<file path="src/hdl/ctmr_defines.svh">
// Behaviour
// - Period code picks 128 to 1024 counts
// - Period match only on 128-count multiples
// - Period code zero clears by overflow
// - Mode field selects compare, PWM, timer
// - Compare mode applies pin action on match
// - PWM mode forces inactive, active, or waveform
// - Match requesting initial level shows no change
// - Timer on rise restores initial level
// - Initial level sets pre-match or active level
// - Invert bit flips the output pin in compare and PWM modes
// - Swap bit exchanges period and duty roles
// - Clear select picks match A or period
// - PWM ignores clear select
// - Counter readable as low and high bytes
// - Counter upper bits zero, writes ignored
// - Match A low byte read write, resets zero
// - Low bytes pass through shared low-byte buffer
// - Timer on rise clears, fall holds count
// - Match A compares all ten bits
// - Duty at or above period gives full duty
`ifndef CTMR_DEFINES_SVH
`define CTMR_DEFINES_SVH
`define CTMR_OFF_CTRL0    12'h000
`define CTMR_OFF_CTRL1    12'h004
`define CTMR_OFF_CNT_LO   12'h008
`define CTMR_OFF_CNT_HI   12'h00C
`define CTMR_OFF_MA_LO    12'h010
`define CTMR_OFF_MA_HI    12'h014
`define CTMR_C0_ON        3
`define CTMR_C0_PAUSE     7
`define CTMR_RESET_BYTE   8'h00
`define CTMR_CNT_MAX      10'h3FF
`endif

</file>
<file path="src/hdl/ctmr_pkg.sv">
package ctmr_pkg;
    // Mode codes of the two-bit mode field
    typedef enum logic [1:0]
    {
        CTMR_MODE_CMP  = 2'h0,
        CTMR_MODE_UND  = 2'h1,
        CTMR_MODE_PWM  = 2'h2,
        CTMR_MODE_TMR  = 2'h3
    } ctmr_mode_t;

    // Mode and output control byte
    typedef struct packed
    {
        ctmr_mode_t op_mode_sel;
        logic [1:0] pin_action_sel;
        logic       pin_initial_level;
        logic       pin_invert;
        logic       period_duty_swap;
        logic       clear_select;
    } ctmr_ctrl1_t;

    // APB response carried as one bundle
    typedef struct packed
    {
        logic        pready;
        logic [31:0] prdata;
        logic        pslverr;
    } ctmr_apb_rsp_t;

    // Whole state of the timer
    typedef struct packed
    {
        logic [2:0]    period_compare_bits;
        logic          timer_on;
        logic          pause;
        ctmr_ctrl1_t   ctrl1;
        logic [9:0]    count;
        logic [9:0]    match_a_value;
        logic [7:0]    low_buf;
        logic          pin_level;
        logic          pwm_level;
        logic          pin_out;
        logic          pin_en;
        ctmr_apb_rsp_t rsp;
    } ctmr_state_t;
endpackage : ctmr_pkg

</file>
<file path="src/hdl/ctmr_timer.sv">
`timescale 1ns/1ps
`default_nettype none
`include "ctmr_defines.svh"

module ctmr_timer
    import ctmr_pkg::*;
(
    input  wire logic        clk_i,
    input  wire logic        reset_i,
    input  wire logic        count_en_i,
    input  wire logic        psel_i,
    input  wire logic        penable_i,
    input  wire logic        pwrite_i,
    input  wire logic [11:0] paddr_i,
    input  wire logic [31:0] pwdata_i,
    output var  logic        pready_o,
    output var  logic [31:0] prdata_o,
    output var  logic        pslverr_o,
    output var  logic        timer_out_o,
    output var  logic        timer_out_en_o
);

    ctmr_state_t st;
    ctmr_state_t next_st;

    logic       tick;
    logic [9:0] nxt_cnt;
    logic       per_match;
    logic       a_match;
    logic       ovf;
    logic       clr;
    logic [9:0] period_cnt;
    logic [9:0] duty_cnt;
    logic       full_duty;
    logic       pwm_on;
    logic       want;
    logic       acc;
    logic [7:0] wbyte;

    // Comparators see the value the next tick would load, so a period
    // of N counts runs 0 to N-1; period matches the top three bits with the low seven zero
    always_comb
    begin
        tick      = count_en_i && st.timer_on && !st.pause;
        nxt_cnt   = st.count + 10'h001;
        per_match = (nxt_cnt[9:7] == st.period_compare_bits)
                    && (nxt_cnt[6:0] == 7'h00)
                    && (st.period_compare_bits != 3'h0);
        ovf       = (st.count == `CTMR_CNT_MAX);
        a_match   = (nxt_cnt == st.match_a_value);
        // Period length in counts; code zero gives 0 here, not 1024
        period_cnt = {st.period_compare_bits, 7'h00};
        duty_cnt   = st.match_a_value;
        if (st.ctrl1.period_duty_swap)
        begin
            period_cnt = st.match_a_value;
            duty_cnt   = {st.period_compare_bits, 7'h00};
        end
        full_duty = (st.ctrl1.period_duty_swap
                     ? st.period_compare_bits == 3'h0
                     : 1'b0)
                    || (period_cnt != 10'h000
                        && duty_cnt >= period_cnt);
        if (st.ctrl1.op_mode_sel == CTMR_MODE_PWM)
        begin
            // Swap picks the clearing comparator; clear bit ignored
            if (st.ctrl1.period_duty_swap)
                clr = a_match;
            else
                clr = per_match || (st.period_compare_bits == 3'h0 && ovf);
        end
        else if (st.ctrl1.clear_select)
            clr = a_match;
        else
            clr = per_match || (st.period_compare_bits == 3'h0 && ovf);
    end

    // Register access strobe and written byte
    always_comb
    begin
        acc   = psel_i && penable_i && !st.rsp.pready;
        wbyte = pwdata_i[7:0];
    end

    // Next state
    always_comb
    begin
        next_st             = st;
        next_st.rsp.pready  = 1'b0;
        next_st.rsp.pslverr = 1'b0;
        // Counter: clear wins over increment
        if (tick)
        begin
            if (clr)
                next_st.count = 10'h000;
            else
                next_st.count = st.count + 10'h001;
        end
        // Compare output action on match A
        if (tick && a_match && st.ctrl1.op_mode_sel == CTMR_MODE_CMP)
        begin
            unique case (st.ctrl1.pin_action_sel)
                2'h0: next_st.pin_level = st.pin_level;
                2'h1: next_st.pin_level = 1'b0;
                2'h2: next_st.pin_level = 1'b1;
                2'h3: next_st.pin_level = !st.pin_level;
            endcase
        end
        // PWM waveform: active until duty count reached
        pwm_on = full_duty || (st.count < duty_cnt);
        next_st.pwm_level = pwm_on;
        // Bus transfer, one wait state on every access
        if (acc)
        begin
            next_st.rsp.pready = 1'b1;
            next_st.rsp.prdata = 32'h0000_0000;
            unique case (paddr_i)
                `CTMR_OFF_CTRL0:
                begin
                    if (pwrite_i)
                    begin
                        next_st.timer_on = wbyte[`CTMR_C0_ON];
                        next_st.pause    = wbyte[`CTMR_C0_PAUSE];
                        next_st.period_compare_bits = wbyte[2:0];
                        // Rising on: clear count, restore level
                        if (wbyte[`CTMR_C0_ON] && !st.timer_on)
                        begin
                            next_st.count     = 10'h000;
                            next_st.pin_level =
                                st.ctrl1.pin_initial_level;
                        end
                    end
                    else
                        next_st.rsp.prdata[7:0] = {st.pause, 3'h0,
                            st.timer_on, st.period_compare_bits};
                end
                `CTMR_OFF_CTRL1:
                begin
                    if (pwrite_i)
                        next_st.ctrl1 = ctmr_ctrl1_t'(wbyte);
                    else
                        next_st.rsp.prdata[7:0] = st.ctrl1;
                end
                `CTMR_OFF_CNT_LO:
                begin
                    if (!pwrite_i)
                        next_st.rsp.prdata[7:0] = st.low_buf;
                end
                `CTMR_OFF_CNT_HI:
                begin
                    // Writes ignored; read latches low byte
                    if (!pwrite_i)
                    begin
                        next_st.rsp.prdata[1:0] = st.count[9:8];
                        next_st.low_buf = st.count[7:0];
                    end
                end
                `CTMR_OFF_MA_LO:
                begin
                    if (pwrite_i)
                        next_st.low_buf = wbyte;
                    else
                        next_st.rsp.prdata[7:0] = st.low_buf;
                end
                `CTMR_OFF_MA_HI:
                begin
                    if (pwrite_i)
                        next_st.match_a_value = {wbyte[1:0],
                                                 st.low_buf};
                    else
                    begin
                        next_st.rsp.prdata[1:0] = st.match_a_value[9:8];
                        next_st.low_buf = st.match_a_value[7:0];
                    end
                end
                default:
                    next_st.rsp.pslverr = 1'b1;
            endcase
        end
        // Pin level by mode; invert last, not in timer or undefined mode
        unique case (st.ctrl1.op_mode_sel)
            CTMR_MODE_PWM:
            begin
                unique case (st.ctrl1.pin_action_sel)
                    2'h0: want = !st.ctrl1.pin_initial_level;
                    2'h1: want = st.ctrl1.pin_initial_level;
                    2'h2: want = st.pwm_level
                                 ~^ st.ctrl1.pin_initial_level;
                    default: want = !st.ctrl1.pin_initial_level;
                endcase
            end
            CTMR_MODE_CMP: want = st.pin_level;
            default:       want = 1'b0;
        endcase
        if (st.ctrl1.op_mode_sel != CTMR_MODE_TMR
            && st.ctrl1.op_mode_sel != CTMR_MODE_UND)
            next_st.pin_out = want ^ st.ctrl1.pin_invert;
        else
            next_st.pin_out = 1'b0;
        // Pin enable registered so the port comes from a flop
        next_st.pin_en = next_st.timer_on
                         && next_st.ctrl1.op_mode_sel != CTMR_MODE_TMR;
        if (reset_i)
            next_st = '0;
    end

    // Single state register
    always_ff @(posedge clk_i)
    begin
        st <= next_st;
    end

    // Outputs straight from flops
    always_comb
    begin
        pready_o       = st.rsp.pready;
        prdata_o       = st.rsp.prdata;
        pslverr_o      = st.rsp.pslverr;
        timer_out_o    = st.pin_out;
        timer_out_en_o = st.pin_en;
    end
endmodule : ctmr_timer
`default_nettype wire

</file>
<file path="config.mk">
export PLATFORM = sky130hd
export DESIGN_NAME = ctmr_timer
export DESIGN_NICKNAME = d
export VERILOG_FILES = /design/src/hdl/ctmr_pkg.sv /design/src/hdl/ctmr_timer.sv
export VERILOG_INCLUDE_DIRS = /design/src /design/src/hdl
export SDC_FILE = /design/constraint.sdc
export NUM_CORES = 1
export LEC_CHECK = 0
export BUFFER_PORTS_ARGS = -buffer_cell sky130_fd_sc_hd__buf_2
export CAP_MARGIN = 20
export CORE_MARGIN = 3
export CORE_UTILIZATION = 55
export CTS_CLUSTER_DIAMETER = 200
export DETAILED_ROUTE_END_ITERATION = 8
export PLACE_DENSITY = 0.84
export SLEW_MARGIN = 20
export SYNTH_ARGS = -nofsm -noshare
export SYNTH_HDL_FRONTEND = slang
export SYNTH_SLANG_ARGS = --single-unit
</file>
<file path="constraint.sdc">
create_clock -name clk_i -period 3.4 [get_ports clk_i]
set_input_delay 0.51 -clock clk_i [delete_from_list [all_inputs] [get_ports clk_i]]
set_output_delay 0.51 -clock clk_i [all_outputs]
set_load 0.02 [all_outputs]
</file>
==> metrics.yaml <==
die:
  rows: 30
  io_pins: 86
  die_area_sq_mm: 0.00821
  chipHeight_um: 90.6
  chipWidth_um: 90.6
  start_util_pct: 57.3
  core-area_sq_mm: 0.00687
timing:
  worstMarginPinSlew_ns: 0.958
  maxSlewViolCount: 0
  hold_ws_ns: 0.461
  period_needed_ns: 2.82
  finalHoldViolCount: 0
  setup_viol: 0
  fin_skew_ns: 0.0112
  max_freq_mhz: 355
  slew_headroom_pct: 36.1
  rsz0062_at_grt: "false"
  layout_setup_ws_ns: 0.580
  finalSetupTns_ns: 0
  min_period_over_period_pct: 82.9
power:
  pwr-share-clk_pct: 36.5
  p_leak_nw: 1.53
  vdd_ir_drop_max_mv: 0.159
  p_int_mw: 0.894
  power_frac_seq_pct: 54.9
  net-switching-power_mw: 0.292
  power_density_mw_per_mm2: 289
  power_frac_comb_pct: 8.6
  netSwitchingFraction_pct: 24.6
clock_network:
  cts_buffer_depth: 2
  cts-hold-fix-buffers: 0
  clock_sinks: 55
  post_cts_buffers: 0
  worstSkewPairLatency_ns: 0.32
  clk_pin_slew_ns: 0.10
  cts_tree: "built"
  cts_resized: 0
  cts_buffers: 5
  cts-root-buf: "clkbuf_8"
  htreeDepth: 2
global_route:
  grt_first_pass_wirelength_mm: 15.3
  grt_max_degree: 48
  grt_antenna_before_repair: 0
  grt_pass1_vias: 3099
  grt_overflow: 0
  grt_use_total_pct: 22.5
cells_and_area:
  nFillCells: 614
  areaGrowthSynthToFinish_pct: 4.10
  drive_gt1_share_pct: 14.9
  fin_util_pct: 59.7
  fin_nets: 549
  n_antenna_cell: 0
  design_area_sq_mm: 0.00410
placement:
  io_buffers: 37
  place_congestion: 0.946
  place_ws_ns: 0.523
  dpl_cell_area_sq_mm: 0.00399
  dp_hpwl_mm: 6.75
logic_synthesis:
  yosysUniqueCellTypes: 70
  syn_inst: 474
  syn_avg_cell_area_sq_um: 8.30
  synth_ff_type: "dfxtp_1"
  yosysSeqAreaShare_pct: 28.0
  synthArstFlopShare_pct: 0
  ys_ff_latch: 55
  synth_area_sq_mm: 0.00394
  synth_edf_count: 0
  yosys_warnings: 0
setup_path:
  worst_path_most_repeated_cell: "o2111ai_1"
  crit_required_ns: 3.60
  path_cells: "nand4_1 -> o311ai_0 -> o2111ai_1 -> a2111oi_2 -> a31oi_2 -> o2111ai_1 -> nand3_1"
  slowest_delay_ns: 0.70
  critical_path_buf_inv_count: 0
  end_kind: "flip-flop"
  crit_fanout: 17
  cp_data_arrival_time_ns: 3.02
  start_kind: "flip-flop"
  critPathKind: "reg -> reg"
  cp_top_family: "compound AO/OA/AOI/OAI gates"
  cp_slowest_cell: "dfxtp_1"
min_path:
  min_path_type: "in -> reg"
detailed_routing:
  drt-initial-drc-count: 387
  first_pass_iters: 5
  drtAntennaViolNets: 0
  num_vias: 3445
  post_drt_via_cell_ratio: 5.95
  route.detailed.drc: 0
  drt_wl_total_mm: 9.21
  avgRoutedWirePerCell_um: 15.9
job:
  maxCapViolations: 0
run_status:
  status: "finished clean"
-- cells in the mapped netlist, drive strengths merged, types with 12 or more instances --
cell type,instances,area [sq um]
nor2,57,224
dfxtp,55,1100
mux2i,49,490
buf,48,349
nand2,24,90.1
a21oi,23,115
clkbuf,19,72.6
nor3,19,105
ha,16,200
inv,12,45.0
nand3,12,70.1
o21ai,12,60.1
xnor2,12,105
-- worst reg2reg max path: cells and delay by family, from the launching register on --
family | cells | cell delay (ns)
and+or+nand+nor | 2 | 0.36
AOI/OAI and AO/OA | 5 | 1.66
DFF | 1 | 0.70
-- power groups by stage --
stage / clock network [mW] / registers, mW / logic (mW)
2_1_floorplan: 0 / 0.664 / 0.0946
3_3_place_gp: 0 / 0.665 / 0.0978
3_5_place_dp: 0 / 0.666 / 0.100
4_1_cts: 0.442 / 0.651 / 0.100
5_1_grt: 0.474 / 0.651 / 0.110
6_report: 0.433 / 0.651 / 0.102
-- metal layers --
layer	part of all wire (%)	GRT usage, %	vias up
li1	-	-	1654
met1	44	30.8	1640
met2	48	36.3	135
met3	6.9	4.33	16
met4	1.4	5.48	0
met5	0	0	-
-- final timing paths --
kind / startpoint / to / slack (ns) / depth (start not counted)
setup reg to reg: st[61]$_SDFF_PP0_ / st[61]$_SDFF_PP0_ / 0.58 / 7
setup / recovery: st[61]$_SDFF_PP0_ / st[61]$_SDFF_PP0_ / 0.58 / 7
hold reg to reg: prdata_o[1]$_SDFFE_PP0P_ / prdata_o[1]$_SDFFE_PP0P_ / 0.46 / 2
hold / removal: pwdata_i[5] / st[71]$_SDFFE_PP0P_ / 0.46 / 3
-- cells in the final DEF, fill, tap and decap left out, types with 16 or more instances in the layout --
master,n
nor2_1,55
dfxtp_1,55
mux2i_1,49
buf_2,37
nand2_1,24
conb_1,24
a21oi_1,23
nor3_1,16
ha_1,16
-- cell families after synthesis --
group | synth area share (%)
compound gates | 16.1
xor+xnor | 4.35
fa+ha+maj | 5.63
buf+inv | 11.9
flops | 28.0
mux | 12.7
other cells | 0.0953
simple gates | 21.3
-- state kept, by name, summed over array words and instances, names as in the netlist --
name            flops
prdata_o            8
pready_o            1
st                 43
pslverr_o           1
timer_out_en_o      1
timer_out_o         1
-- layout make-up --
class / count / area, sq um / area share (%)
clock inverters: 2 / 37.5 / 0.916
multi-input cells: 363 / 2470 / 60.3
inverters: 12 / 45.0 / 1.10
repair buffers: 46 / 253 / 6.17
flip-flops and latches: 55 / 1100 / 26.9
clock buffers: 5 / 68.8 / 1.68
well taps: 96 / 120 / 2.93
-- metrics by stage --
stage | total power [mW] | cells
final | 1.19 | 579
after global routing | 1.24 | 579
after CTS | 1.19 | 579
after detailed placement | 0.766 | 572
after global placement | 0.763 | 572
after floorplan | 0.758 | 497
No activity file was read; power rests on OpenSTA's default activity.
